$ cat src/shared/tcae_pkg.sv
// Purpose: Shared constants and types for the touch calibration and alert enable block
// Assumes: 50 MHz system clock, eight sense inputs
// Notes:   Offsets are byte addresses on the serial register port
`default_nettype none
package tcae_pkg;

  localparam int          NCH           = 8;
  localparam int          CH_W          = 3;
  localparam int          CAL_W         = 10;
  localparam int          CNT_W         = 5;
  localparam int          SET_W         = 4;

  // Register offsets
  localparam logic [7:0]  ADDR_CAL_REQ  = 8'h26;
  localparam logic [7:0]  ADDR_ALERT_EN = 8'h27;
  localparam logic [7:0]  ADDR_RPT_EN   = 8'h28;
  localparam logic [7:0]  UNMAPPED_RD   = 8'h00;

  // Reset values
  localparam logic [7:0]  CAL_REQ_RST   = 8'h00;
  localparam logic [7:0]  ALERT_EN_RST  = 8'hff;
  localparam logic [7:0]  RPT_EN_RST    = 8'hff;

  // Calibration value limits
  localparam logic [CAL_W-1:0] CAL_MAX  = 10'h3ff;
  localparam logic [CAL_W-1:0] CAL_MIN  = 10'h000;

  // Timing: 35 ms setting step
  localparam int          STEP_TIME_MS  = 35;
  localparam int          CLK_PERIOD_NS = 20;
  localparam int          STEP_CYCLES   = STEP_TIME_MS * 1000000 / CLK_PERIOD_NS;

  typedef enum logic {TCAE_SEQ_IDLE, TCAE_SEQ_RUN} tcae_seq_st_t;
  typedef enum logic {TCAE_TMR_IDLE, TCAE_TMR_TOUCHED} tcae_tmr_st_t;

  // Lowest set bit, ascending channel order
  function automatic logic [CH_W-1:0] tcae_lowest(input logic [NCH-1:0] v);
    logic [CH_W-1:0] idx;
    idx = '0;
    for (int i = NCH - 1; i >= 0; i--) begin
      if (v[i]) begin
        idx = CH_W'(i);
      end
    end
    return idx;
  endfunction : tcae_lowest

endpackage : tcae_pkg
`default_nettype wire

$ cat src/verilog/tcae_cal_seq.sv
// Purpose: Picks pending channels one at a time and runs the calibration engine
// Assumes: Engine answers each start with one cal_done pulse
// Notes:   Channel number holds steady while busy
`timescale 1ns/1ps
`default_nettype none
module tcae_cal_seq (
  // Clock and reset
  input  wire logic                     clk,
  input  wire logic                     arst_n,
  // Work to do
  input  wire logic [tcae_pkg::NCH-1:0] pending,
  // Engine handshake
  input  wire logic                     cal_done,
  output logic                          cal_start,
  output logic [tcae_pkg::CH_W-1:0]     cal_channel,
  output logic                          cal_busy
);
  import tcae_pkg::*;

  tcae_seq_st_t    st_q, st_d;
  logic            start_q, start_d;
  logic [CH_W-1:0] ch_q, ch_d;

  always_comb begin
    st_d    = st_q;
    start_d = 1'b0;
    ch_d    = ch_q;
    case (st_q)
      TCAE_SEQ_IDLE: begin
        if (|pending) begin
          ch_d    = tcae_lowest(pending);
          start_d = 1'b1;
          st_d    = TCAE_SEQ_RUN;
        end
      end
      TCAE_SEQ_RUN: begin
        if (cal_done) begin
          st_d = TCAE_SEQ_IDLE;
        end
      end
      default: st_d = TCAE_SEQ_IDLE;
    endcase
  end

  always_ff @(posedge clk or negedge arst_n) begin
    if (!arst_n) begin
      st_q    <= TCAE_SEQ_IDLE;
      start_q <= 1'b0;
      ch_q    <= '0;
    end else begin
      st_q    <= st_d;
      start_q <= start_d;
      ch_q    <= ch_d;
    end
  end

  assign cal_start   = start_q;
  assign cal_channel = ch_q;
  assign cal_busy    = (st_q == TCAE_SEQ_RUN);
endmodule : tcae_cal_seq
`default_nettype wire

$ cat src/verilog/tcae_rpt_chan.sv
// Purpose: Per-channel interrupt timing for touch, release and press-and-hold
// Assumes: tick is a one-cycle pulse every 35 ms step
// Notes:   Counters saturate so a very long hold never wraps
`timescale 1ns/1ps
`default_nettype none
module tcae_rpt_chan #(
  parameter int CNT_W = tcae_pkg::CNT_W
) (
  // Clock and reset
  input  wire logic                       clk,
  input  wire logic                       arst_n,
  // Timing and settings
  input  wire logic                       tick,
  input  wire logic                       repeat_en,
  input  wire logic                       rel_en,
  input  wire logic [tcae_pkg::SET_W-1:0] repeat_interval,
  input  wire logic [tcae_pkg::SET_W-1:0] min_press_time,
  // Touch and event
  input  wire logic                       touched,
  output logic                            event_q
);
  import tcae_pkg::*;

  tcae_tmr_st_t     st_q, st_d;
  logic [CNT_W-1:0] press_q, press_d, rep_q, rep_d;
  logic             event_d;
  logic [CNT_W-1:0] press_inc, rep_inc;
  logic             hold;

  always_comb begin
    st_d      = st_q;
    press_d   = press_q;
    rep_d     = rep_q;
    event_d   = 1'b0;
    press_inc = (&press_q) ? press_q : press_q + CNT_W'(1);
    rep_inc   = (&rep_q) ? rep_q : rep_q + CNT_W'(1);
    // Touch counts as hold only once longer than the minimum press
    hold      = press_inc > (CNT_W'(min_press_time) + CNT_W'(1));
    case (st_q)
      TCAE_TMR_IDLE: begin
        if (touched) begin
          event_d = 1'b1;
          press_d = '0;
          rep_d   = '0;
          st_d    = TCAE_TMR_TOUCHED;
        end
      end
      TCAE_TMR_TOUCHED: begin
        if (!touched) begin
          event_d = rel_en;
          st_d    = TCAE_TMR_IDLE;
        end else if (tick) begin
          press_d = press_inc;
          rep_d   = rep_inc;
          if (repeat_en && hold &&
              rep_inc >= (CNT_W'(repeat_interval) + CNT_W'(1))) begin
            event_d = 1'b1;
            rep_d   = '0;
          end
        end
      end
      default: st_d = TCAE_TMR_IDLE;
    endcase
  end

  always_ff @(posedge clk or negedge arst_n) begin
    if (!arst_n) begin
      st_q    <= TCAE_TMR_IDLE;
      press_q <= '0;
      rep_q   <= '0;
      event_q <= 1'b0;
    end else begin
      st_q    <= st_d;
      press_q <= press_d;
      rep_q   <= rep_d;
      event_q <= event_d;
    end
  end
endmodule : tcae_rpt_chan
`default_nettype wire

$ cat src/verilog/tcae_top.sv
// Purpose: Calibration request, alert enable and auto-repeat enable registers
// Assumes: Register port and status inputs come from logic on clk
// Notes:   Sensing core and analog calibration engine sit outside
`timescale 1ns/1ps
`default_nettype none
// What this block does
// - Writing one to a request bit calibrates that input, analog and digital.
// - Analog calibration done updates that channel's ten-bit calibration value.
// - Successful calibration clears the channel's request bit by hardware.
// - Newly enabled inputs set their request bit, including after reset.
// - A request bit left set after calibration raises the failure flag.
// - Noise or calibration value at limit means failure; bit stays set.
// - With failure flag set, a still-set bit marks that channel failed.
// - Writing zero clears a bit; a pending calibration is then skipped.
// - Request register resets to zero; bit 7 is input 8.
// - Alert enable one lets a touch assert the alert pin; resets to ones.
// - Alert enable also gates release interrupts for its channel.
// - Alert enable bit n-1 belongs to sense input n.
// - Repeat disabled: one interrupt at touch, one at enabled release.
// - Repeat enabled, short touch: interrupt at touch and enabled release.
// - Repeat enabled, press-and-hold: interrupt at touch then each interval.
// - Repeat enable register has one bit per input; resets to ones.
// - Repeat interval is four bits of 35 ms steps, 35 to 560 ms.
// - Touch longer than minimum press time counts as press-and-hold.
module tcae_top #(
  parameter int unsigned STEP_CYCLES = tcae_pkg::STEP_CYCLES
) (
  // Clock and reset
  input  wire logic                                          clk,
  input  wire logic                                          arst_n,
  // Register port
  input  wire logic [7:0]                                    reg_addr,
  input  wire logic                                          reg_wr_en,
  input  wire logic                                          reg_rd_en,
  input  wire logic [7:0]                                    reg_wdata,
  output logic      [7:0]                                    reg_rdata,
  // Channel enables and power state
  input  wire logic [tcae_pkg::NCH-1:0]                      active_enable,
  input  wire logic [tcae_pkg::NCH-1:0]                      standby_enable,
  input  wire logic                                          in_standby,
  input  wire logic                                          in_deep_sleep,
  // Calibration engine
  output logic                                               cal_start,
  output logic      [tcae_pkg::CH_W-1:0]                     cal_channel,
  input  wire logic                                          cal_done,
  input  wire logic [tcae_pkg::CAL_W-1:0]                    cal_result,
  input  wire logic [tcae_pkg::NCH-1:0]                      noise_flag,
  output logic      [tcae_pkg::NCH-1:0][tcae_pkg::CAL_W-1:0] calibration_value,
  // Status
  input  wire logic                                          status_clear,
  output logic                                               analog_calibration_failed,
  // Touch interrupts
  input  wire logic [tcae_pkg::NCH-1:0]                      touch_status,
  input  wire logic                                          release_interrupt_enable,
  input  wire logic [tcae_pkg::SET_W-1:0]                    repeat_interval,
  input  wire logic [tcae_pkg::SET_W-1:0]                    min_press_time,
  input  wire logic                                          alert_clear,
  output logic                                               alert_n
);
  import tcae_pkg::*;

  localparam int DIV_W = (STEP_CYCLES > 1) ? $clog2(STEP_CYCLES) : 1;

  // Register state
  logic [NCH-1:0]             cal_req_q, cal_req_d;
  logic [NCH-1:0]             alert_en_q, alert_en_d;
  logic [NCH-1:0]             rpt_en_q, rpt_en_d;
  logic [7:0]                 rdata_q, rdata_d;
  logic                       fail_q, fail_d;
  logic [NCH-1:0]             tried_q, tried_d;
  logic [NCH-1:0][CAL_W-1:0]  cv_q, cv_d;
  logic [NCH-1:0]             en_prev_q, en_prev_d;
  // Alert and timing state
  logic                       alert_q, alert_d;
  logic [DIV_W-1:0]           div_q, div_d;
  logic                       tick_q, tick_d;
  // Decode and helpers
  logic                       wr_cal, wr_alert, wr_rpt;
  logic [NCH-1:0]             eff_en, new_en, chan_evt, gated_evt, seq_pending;
  logic                       cal_bad, cal_busy;

  // Effective enable for the current power state
  always_comb begin
    if (in_deep_sleep) begin
      eff_en = '0;
    end else if (in_standby) begin
      eff_en = standby_enable;
    end else begin
      eff_en = active_enable;
    end
  end

  // Previous enables reset to zero, so reset itself counts as newly enabled
  assign new_en    = eff_en & ~en_prev_q;
  assign en_prev_d = eff_en;

  // Write decode
  always_comb begin
    wr_cal   = 1'b0;
    wr_alert = 1'b0;
    wr_rpt   = 1'b0;
    if (reg_wr_en && reg_addr == ADDR_CAL_REQ) begin
      wr_cal = 1'b1;
    end else if (reg_wr_en && reg_addr == ADDR_ALERT_EN) begin
      wr_alert = 1'b1;
    end else if (reg_wr_en && reg_addr == ADDR_RPT_EN) begin
      wr_rpt = 1'b1;
    end
  end

  // Failed channels are not retried until requested again
  assign seq_pending = cal_req_q & ~tried_q;
  assign cal_bad     = noise_flag[cal_channel] || cal_result == CAL_MAX ||
                       cal_result == CAL_MIN;

  tcae_cal_seq u_seq (
    .clk         (clk),
    .arst_n      (arst_n),
    .pending     (seq_pending),
    .cal_done    (cal_done),
    .cal_start   (cal_start),
    .cal_channel (cal_channel),
    .cal_busy    (cal_busy)
  );

  // Calibration request and failure
  always_comb begin
    cal_req_d = cal_req_q;
    tried_d   = tried_q;
    cv_d      = cv_q;
    fail_d    = fail_q;
    if (cal_done && cal_busy) begin
      cv_d[cal_channel]    = cal_result;
      tried_d[cal_channel] = 1'b1;
      if (!cal_bad) begin
        cal_req_d[cal_channel] = 1'b0;
      end
    end
    if (wr_cal) begin
      cal_req_d = reg_wdata;
      tried_d   = tried_d & ~reg_wdata;
    end
    // Hardware set wins over a host write of zero
    cal_req_d = cal_req_d | new_en;
    tried_d   = tried_d & ~new_en;
    if (status_clear) begin
      fail_d = 1'b0;
    end
    // Event wins over a clear in the same cycle
    if (cal_done && cal_busy && cal_bad && cal_req_q[cal_channel]) begin
      fail_d = 1'b1;
    end
  end

  // Enable registers
  always_comb begin
    alert_en_d = alert_en_q;
    rpt_en_d   = rpt_en_q;
    if (wr_alert) begin
      alert_en_d = reg_wdata;
    end
    if (wr_rpt) begin
      rpt_en_d = reg_wdata;
    end
  end

  // Read path, one cycle latency
  always_comb begin
    rdata_d = rdata_q;
    if (reg_rd_en) begin
      if (reg_addr == ADDR_CAL_REQ) begin
        rdata_d = cal_req_q;
      end else if (reg_addr == ADDR_ALERT_EN) begin
        rdata_d = alert_en_q;
      end else if (reg_addr == ADDR_RPT_EN) begin
        rdata_d = rpt_en_q;
      end else begin
        rdata_d = UNMAPPED_RD;
      end
    end
  end

  // 35 ms step divider
  always_comb begin
    tick_d = 1'b0;
    div_d  = div_q + DIV_W'(1);
    if (div_q == DIV_W'(STEP_CYCLES - 1)) begin
      div_d  = '0;
      tick_d = 1'b1;
    end
  end

  for (genvar g = 0; g < NCH; g++) begin : g_chan
    tcae_rpt_chan #(
      .CNT_W (CNT_W)
    ) u_rpt (
      .clk             (clk),
      .arst_n          (arst_n),
      .tick            (tick_q),
      .repeat_en       (rpt_en_q[g]),
      .rel_en          (release_interrupt_enable),
      .repeat_interval (repeat_interval),
      .min_press_time  (min_press_time),
      .touched         (touch_status[g]),
      .event_q         (chan_evt[g])
    );
  end

  // Touch and release events share the same per-channel gate
  assign gated_evt = chan_evt & alert_en_q;

  // Alert latch; a new event beats a clear
  always_comb begin
    alert_d = alert_q;
    if (alert_clear) begin
      alert_d = 1'b0;
    end
    if (|gated_evt) begin
      alert_d = 1'b1;
    end
  end

  always_ff @(posedge clk or negedge arst_n) begin
    if (!arst_n) begin
      cal_req_q  <= CAL_REQ_RST;
      alert_en_q <= ALERT_EN_RST;
      rpt_en_q   <= RPT_EN_RST;
      rdata_q    <= UNMAPPED_RD;
      fail_q     <= 1'b0;
      tried_q    <= '0;
      cv_q       <= '0;
      en_prev_q  <= '0;
      alert_q    <= 1'b0;
      div_q      <= '0;
      tick_q     <= 1'b0;
    end else begin
      cal_req_q  <= cal_req_d;
      alert_en_q <= alert_en_d;
      rpt_en_q   <= rpt_en_d;
      rdata_q    <= rdata_d;
      fail_q     <= fail_d;
      tried_q    <= tried_d;
      cv_q       <= cv_d;
      en_prev_q  <= en_prev_d;
      alert_q    <= alert_d;
      div_q      <= div_d;
      tick_q     <= tick_d;
    end
  end

  assign reg_rdata                 = rdata_q;
  assign calibration_value         = cv_q;
  assign analog_calibration_failed = fail_q;
  assign alert_n                   = ~alert_q;
endmodule : tcae_top
`default_nettype wire

$ cat config.mk
export PLATFORM = sky130hd
export DESIGN_NAME = tcae_top
export DESIGN_NICKNAME = d
export VERILOG_FILES = /design/src/shared/tcae_pkg.sv /design/src/verilog/tcae_cal_seq.sv /design/src/verilog/tcae_rpt_chan.sv /design/src/verilog/tcae_top.sv
export SDC_FILE = /design/constraint.sdc
export NUM_CORES = 1
export LEC_CHECK = 0
export BUFFER_PORTS_ARGS = -buffer_cell sky130_fd_sc_hd__buf_4
export CAP_MARGIN = 20
export CORE_AREA = 2 2 168 170
export CTS_CLUSTER_DIAMETER = 40
export DETAILED_ROUTE_END_ITERATION = 8
export DIE_AREA = 0 0 170 172
export PLACE_DENSITY_LB_ADDON = 0.12
export SETUP_SLACK_MARGIN = 0.15
export SKIP_LAST_GASP = 1
export SLEW_MARGIN = 5
export SYNTH_ARGS = -nofsm -noshare
export SYNTH_HDL_FRONTEND = slang
export SYNTH_HIERARCHICAL = 1
export SYNTH_SLANG_ARGS = --single-unit
export TNS_END_PERCENT = 5
$ cat constraint.sdc
create_clock -name clk -period 2.8 [get_ports clk]
set_clock_uncertainty 0.15 [all_clocks]
set_input_delay 0.14 -clock clk [delete_from_list [all_inputs] [get_ports clk]]
set_output_delay 0.14 -clock clk [all_outputs]
set_load 0.1 [all_outputs]
## Yosys cells after proc, flatten, opt, wreduce, memory -nomap -nowiden

Index checks and enable logic that the tools add are counted.

- Output and inout port bits: 94
- Input port bits: 76
- Register bits: 253

- Mux-type cells: 163
- Reduce and logical (&&, ||, !) cells: 55
- Bitwise operators: 23
- $lt $le $gt $ge: 18
- Equality and inequality tests: 29
- Add/sub/neg operators: 19

Operator list:

| cell | count |
|---|---|
| 2-to-1 mux 5 bit | 64 |
| case mux 5 bit (2 select lines) | 16 |
| adder 5 x 1 -> 5 bit, second input constant | 16 |
| bitwise mux 80 bit | 1 |
| 2-to-1 mux 8 bit | 10 |
| AND reduction 5 bit | 16 |
| 2-to-1 mux 1 bit | 49 |
| AND 8 bit | 6 |
| != test 2 bit, second input constant | 24 |
| greater-or-equal comparator 5 bit | 8 |
| greater-than comparator 5 bit | 8 |
| NOT 8 bit | 5 |
| demux 10 bit (select 3 bit) | 1 |
| == test 8 x 6 -> 1 bit, second input constant | 3 |
| 2-to-1 mux 3 bit | 8 |
| AND reduction 3 bit | 8 |
| logical AND 1 bit | 23 |
| adder 21 x 1 -> 21 bit, second input constant | 1 |
| == test 21 bit, second input constant | 1 |
| 2-to-1 mux 21 bit | 1 |
| case mux 1 bit (2 select lines) | 9 |
| bitwise OR 8 bit | 2 |
| OR reduction 8 bit | 2 |
| adder 4 x 1 -> 5 bit, second input constant | 2 |
| other kinds (11) | 23 |

## Longest topological paths before layout

- Word-level depth: 10
- Gate-level depth with buffers: 10

## By module

Netlist, hierarchy kept.

Modules (own cells, without submodules):

| module | cells an instance | times used | sequential area each (µm²) | area an instance (µm²) |
|---|---|---|---|---|
| tcae_rpt_chan | 111 | 8 | 300.3 | 985.9 |
| tcae_top | 531 | 1 | 3,823.7 | 6,646.4 |
| tcae_cal_seq | 25 | 1 | 125.1 | 267.8 |

## Least setup slack after synthesis

OpenSTA, ideal clock, no wires.

- Kind: register to register
- Start: reg g_chan[0].u_rpt.press_q[0]
- End: reg g_chan[0].u_rpt.rep_q[2]
- Cell stages (with the launch flop): 10
- Path slack: 0.181 ns
- Buffers on the path: 0
- Arrival: 2.335 ns
- Cells stage by stage: dfrtp_1 ha_1 nand4_1 mux2_2 ha_1 nor2b_1 o21bai_1 a31o_1 a211oi_4 nor3_1

- Cells in the longest elaborated chain, start to end: 9

RTL lines:

| what | line | RTL |
|---|---|---|
| start, declared | tcae_rpt_chan.sv:25 | `logic [CNT_W-1:0] press_q, press_d, rep_q, rep_d;` |
| start signal, assigned | tcae_rpt_chan.sv:74 | `press_q <= press_d;` |
| adder 5 x 1 -> 5 bit or AND reduction 5 bit (tied branches) | tcae_rpt_chan.sv:35 | `press_inc = (&press_q) ? press_q : press_q + CNT_W'(1);` |
| 2-to-1 mux 5 bit * | tcae_rpt_chan.sv:35 |  |
| greater-than comparator 5 bit * | tcae_rpt_chan.sv:38 | `hold = press_inc > (CNT_W'(min_press_time) + CNT_W'(1));` |
| logical AND 1 bit * (2 in series) | tcae_rpt_chan.sv:55 | `if (repeat_en && hold &&` |
| 2-to-1 mux 5 bit * | tcae_rpt_chan.sv:55 |  |
| 2-to-1 mux 5 bit * | tcae_rpt_chan.sv:52 | `end else if (tick) begin` |
| 2-to-1 mux 5 bit * | tcae_rpt_chan.sv:49 | `if (!touched) begin` |
| case mux 5 bit (2 select lines) * | tcae_rpt_chan.sv:39 | `case (st_q)` |
| end signal, assigned | tcae_rpt_chan.sv:75 | `rep_q <= rep_d;` |
| end, declared | tcae_rpt_chan.sv:25 |  |

Every way passes the cells marked *; elsewhere a longest branch is shown, timed or not. The select of a mux whose other input is x is not followed.
A chain may end at the register's enable or synchronous reset.

## Worst setup path after layout

- Start: reg g_chan[4].u_rpt.press_q[0]
- End: reg g_chan[4].u_rpt.event_q

- Cells in the longest elaborated chain, start to end: 9

RTL lines:

| what | line | RTL |
|---|---|---|
| start, declared | tcae_rpt_chan.sv:25 |  |
| start signal, assigned | tcae_rpt_chan.sv:74 |  |
| adder 5 x 1 -> 5 bit or AND reduction 5 bit (tied branches) | tcae_rpt_chan.sv:35 |  |
| 2-to-1 mux 5 bit * | tcae_rpt_chan.sv:35 |  |
| greater-than comparator 5 bit * | tcae_rpt_chan.sv:38 |  |
| logical AND 1 bit * (2 in series) | tcae_rpt_chan.sv:55 |  |
| 2-to-1 mux 1 bit * | tcae_rpt_chan.sv:55 |  |
| 2-to-1 mux 1 bit * | tcae_rpt_chan.sv:52 |  |
| 2-to-1 mux 1 bit * | tcae_rpt_chan.sv:49 |  |
| case mux 1 bit (2 select lines) * | tcae_rpt_chan.sv:39 |  |
| named net g_chan[4].u_rpt.event_d | tcae_rpt_chan.sv:26 | `logic event_d;` |
| end signal, assigned | tcae_rpt_chan.sv:76 | `event_q <= event_d;` |
| end, declared | tcae_rpt_chan.sv:20 | `output logic event_q` |

The timed path passes the listed nets; every way through them passes the cells marked *.

==> flow_metrics.py <==
metrics = {
    "outcome": {
        "outcome": "complete, no violations",
    },
    "sta": {
        "finalSetupViolCount": 0,
        "hold_viol": 0,
        "final.setup.tns_ps": 0,
        "fin_ws_ps": 208,
        "finalCritPeriodShare": 0.926,
        "max_freq_ghz": 0.386,
        "min_period_ps": 2590,
        "rsz0062_at_grt": "true",
        "max_slew_margin": 0.549,
        "tightest_slew_ps": 673,
        "slew_viol_final": 0,
    },
    "power": {
        "switchingPower_mw": 9.19,
        "p_clk_frac": 0.271,
        "p_sw_frac": 0.458,
        "seqPwrFrac": 0.275,
        "combPwrFrac": 0.454,
        "p_int_mw": 10.9,
        "leakage_nw": 8.74,
        "vdd_drop_max_mv": 1.31,
        "power_density_mw_per_mm2": 1060,
    },
    "synth": {
        "async_flop_share": 1.00,
        "synth_edf_count": 0,
        "synth-seq-area-share": 0.429,
        "yosysTopAreaCell": "dfrtp_1",
        "syn_area_per_cell_sq_um": 10.3,
        "post-synth-top-count-cell": "dfrtp_1",
        "netlist.area_leader.share": 0.401,
        "synthTopCellsByCount": "237 x dfrtp_1, 151 x nand2_1, 116 x mux2_2",
        "syn_inst": 1444,
        "yosys_warnings": 6,
        "ys_ff_latch": 253,
        "synthesis.area_sq_mm": 0.0148,
        "synth_cell_types": 62,
        "synthTopCellsByArea": "dfrtp_1 40%, ha_1 9.6%, mux2_2 8.8%",
        "syn_nets": 1633,
        "ys.flop_type": "dfrtp_1",
    },
    "finish": {
        "fill_cells": 2118,
        "final_cells": 2095,
        "num-nets-final": 1905,
        "areaGrowthSynthToFinish_pct": 28.2,
        "stdcell_area_sq_mm": 0.0190,
        "drive_above_1_share": 0.299,
        "fin_util": 0.690,
    },
    "floorplan": {
        "die_x_microns": 170,
        "core_area_sq_mm": 0.0275,
        "placement_rows": 61,
        "start_util": 0.539,
        "die_y_microns": 172,
        "dieArea_sq_mm": 0.0292,
        "io_pins": 170,
    },
    "critical_path": {
        "critPathRequiredTime_ps": 3070,
        "start_kind": "flop",
        "r2r-start": "g_chan[4].u_rpt/press_q[0]$_DFFE_PN0P_",
        "r2r_slack_ps": 210,
        "endpoint": "g_chan[4].u_rpt/event_q$_DFF_PN0_",
        "worstPathMaxFanout": 6,
        "cp-end-kind": "flop",
        "rr_endpoint": "g_chan[4].u_rpt/event_q$_DFF_PN0_",
        "startpoint": "g_chan[4].u_rpt/press_q[0]$_DFFE_PN0P_",
        "r2r_cells": 10,
        "arrival_ps": 2860,
        "crit_type": "flop to flop",
    },
    "flow_run": {
        "maxCapViolCount": 0,
    },
    "global_route": {
        "grt_pass1_wl_mm": 60.6,
        "grt_pass1_vias": 11800,
        "globalRouteOverflowTotal": 0,
        "grt_max_degree": 75,
        "antenna_found_initial": 1,
        "grtUsageTotal": 0.259,
    },
    "placed_design": {
        "io_buffer_count": 169,
        "place_area_sq_mm": 0.0166,
        "hpwl_mm": 26.0,
        "preCtsSetupSlack_ps": 94.1,
        "gp_congestion": 0.823,
        "place_inst": 1946,
    },
    "detailed_routing": {
        "drt-initial-drc-count": 602,
        "drtPass1Iterations": 5,
        "drc": 0,
        "drtAntennaViolNets": 0,
        "routed_wl_mm": 38.0,
        "vias_per_cell": 5.71,
        "vias": 12000,
        "wl_per_cell_microns": 18.1,
    },
    "clock_network": {
        "htreeDepth": 2,
        "clkTransAtPathRegs_ps": 60,
        "cts_sinks": 253,
        "tritoncts": "yes",
        "cts_buffers": 41,
        "root_buffer": "clkbuf_16",
        "clockBufferDepth": 3,
        "clk_latency_ps": 530,
    },
    "worst_hold_path": {
        "min_path_type": "input port to flop",
    },
}
[per-layer routing]
metal | part of all wire | track usage | vias up
li1 | - | - | 5753
met1 | 0.43 | 0.327 | 5833
met2 | 0.48 | 0.436 | 297
met3 | 0.064 | 0.0655 | 73
met4 | 0.028 | 0.0866 | 0
met5 | 0 | 0 | -
[per-stage QoR]
step | power [mW] | hold WS [ps]
floorplan | 12.3 | -306
global placement | 14.2 | 10.6
detailed placement | 14.4 | 15.8
CTS | 20.0 | 8.41
global route | 21.0 | 22.1
finish | 20.1 | 19.2
[layout make-up]
class                      instances  area (sq um)  share of cell area
antenna                            1          2.50            0.000132
clock buffer                      48          1120              0.0593
clock inverter                    27           362              0.0191
inverter                          58           218              0.0115
multi-input combinational       1080          8150               0.430
sequential                       253          6370               0.336
tap                              346           433              0.0228
timing repair buffer             282          2320               0.122
[worst min-delay path by stage]
stage | start | end | slack, ps | cells past startpoint
finish | reg_addr[1] | reg_rdata[2]$_DFFE_PN0P_ | 20 | 5
global route | reg_wr_en | rpt_en_q[5]$_DFFE_PN1P_ | 20 | 4
CTS | reg_addr[1] | reg_rdata[2]$_DFFE_PN0P_ | 8 | 5
detailed placement | arst_n | g_chan[2].u_rpt/press_q[0]$_DFFE_PN0P_ | 20 | 1
global placement | arst_n | g_chan[2].u_rpt/rep_q[1]$_DFFE_PN0P_ | 10 | 1
floorplan | arst_n | alert_q$_DFFE_PN0P_ | -310 | 0
[state kept, by name, summed over array words and instances (netlist names)]
register / count
calibration_value: 80
g_chan.u_rpt/press_q: 40
g_chan.u_rpt/rep_q: 40
div_q: 21
alert_en_q: 8
cal_req_q: 8
en_prev_q: 8
g_chan.u_rpt/event_q: 8
g_chan.u_rpt/st_q: 8
reg_rdata: 8
rpt_en_q: 8
tried_q: 8
u_seq/cal_channel: 3
alert_q: 1
analog_calibration_failed: 1
tick_q: 1
u_seq/cal_busy: 1
u_seq/cal_start: 1
[power by group through the flow]
stage	Clock, mW	Sequential [mW]	Combinational (mW)
after detailed placement	0	5.48	8.89
after CTS	5.53	5.46	9.02
after global routing	5.70	5.65	9.71
after floorplan	0	9.23	3.06
after global placement	0	5.45	8.74
final	5.45	5.51	9.12
[cells in the final DEF (no fill, tap or decap), drive strengths merged, types with 10 or more instances in the layout]
| cell type | synthesis | final |
|---|---|---|
| mux2i | 18 | 18 |
| nor3 | 29 | 29 |
| ha | 113 | 113 |
| nor2 | 94 | 94 |
| xor2 | 37 | 37 |
| nand2b | 10 | 10 |
| dfrtp | 237 | 237 |
| a31o | 40 | 40 |
| a211oi | 10 | 10 |
| inv | 58 | 69 |
| mux2 | 116 | 116 |
| dlygate4sd3 | 0 | 60 |
| xnor2 | 58 | 58 |
| nand3 | 91 | 91 |
| o21ai | 53 | 53 |
| nand4 | 31 | 31 |
| clkbuf | 34 | 48 |
| buf | 19 | 222 |
| a21oi | 78 | 78 |
| nor2b | 29 | 29 |
| nand2 | 151 | 151 |
| dfstp | 16 | 16 |
| a21boi | 16 | 16 |
| o21bai | 10 | 10 |
[kinds of logic (layout without fill, tap and decap cells)]
family,Yosys count,after routing,synth area share
multiplexers,134,134,0.100
adder cells (fa/ha/maj),113,113,0.0955
XOR/XNOR,95,95,0.0562
buffers and inverters,111,415,0.0316
flip-flops,253,253,0.429
AO/OA/AOI/OAI,272,272,0.134
AND/OR/NAND/NOR,466,466,0.153
other,0,1,0
[worst max-delay path, cell delays in order, from the launching register on]
cell and delay (ps):
dfrtp_2 420, ha_4 180, nand4_1 170, mux2_4 350
ha_1 310, nor2b_1 140, o21bai_1 150, a31o_1 200
a211oi_4 70, buf_4 180, a31o_1 180
[repair_timing]
action                                 in CTS  in global routing
gates resized for setup                     2                 44
setup buffers                               1                 12
hold buffers                               60                  0
setup endpoints to repair                  42                 48
endpoints found under the hold margin     442                  0
pin swaps                                   5                 22
(Power assumes the default switching activity.)
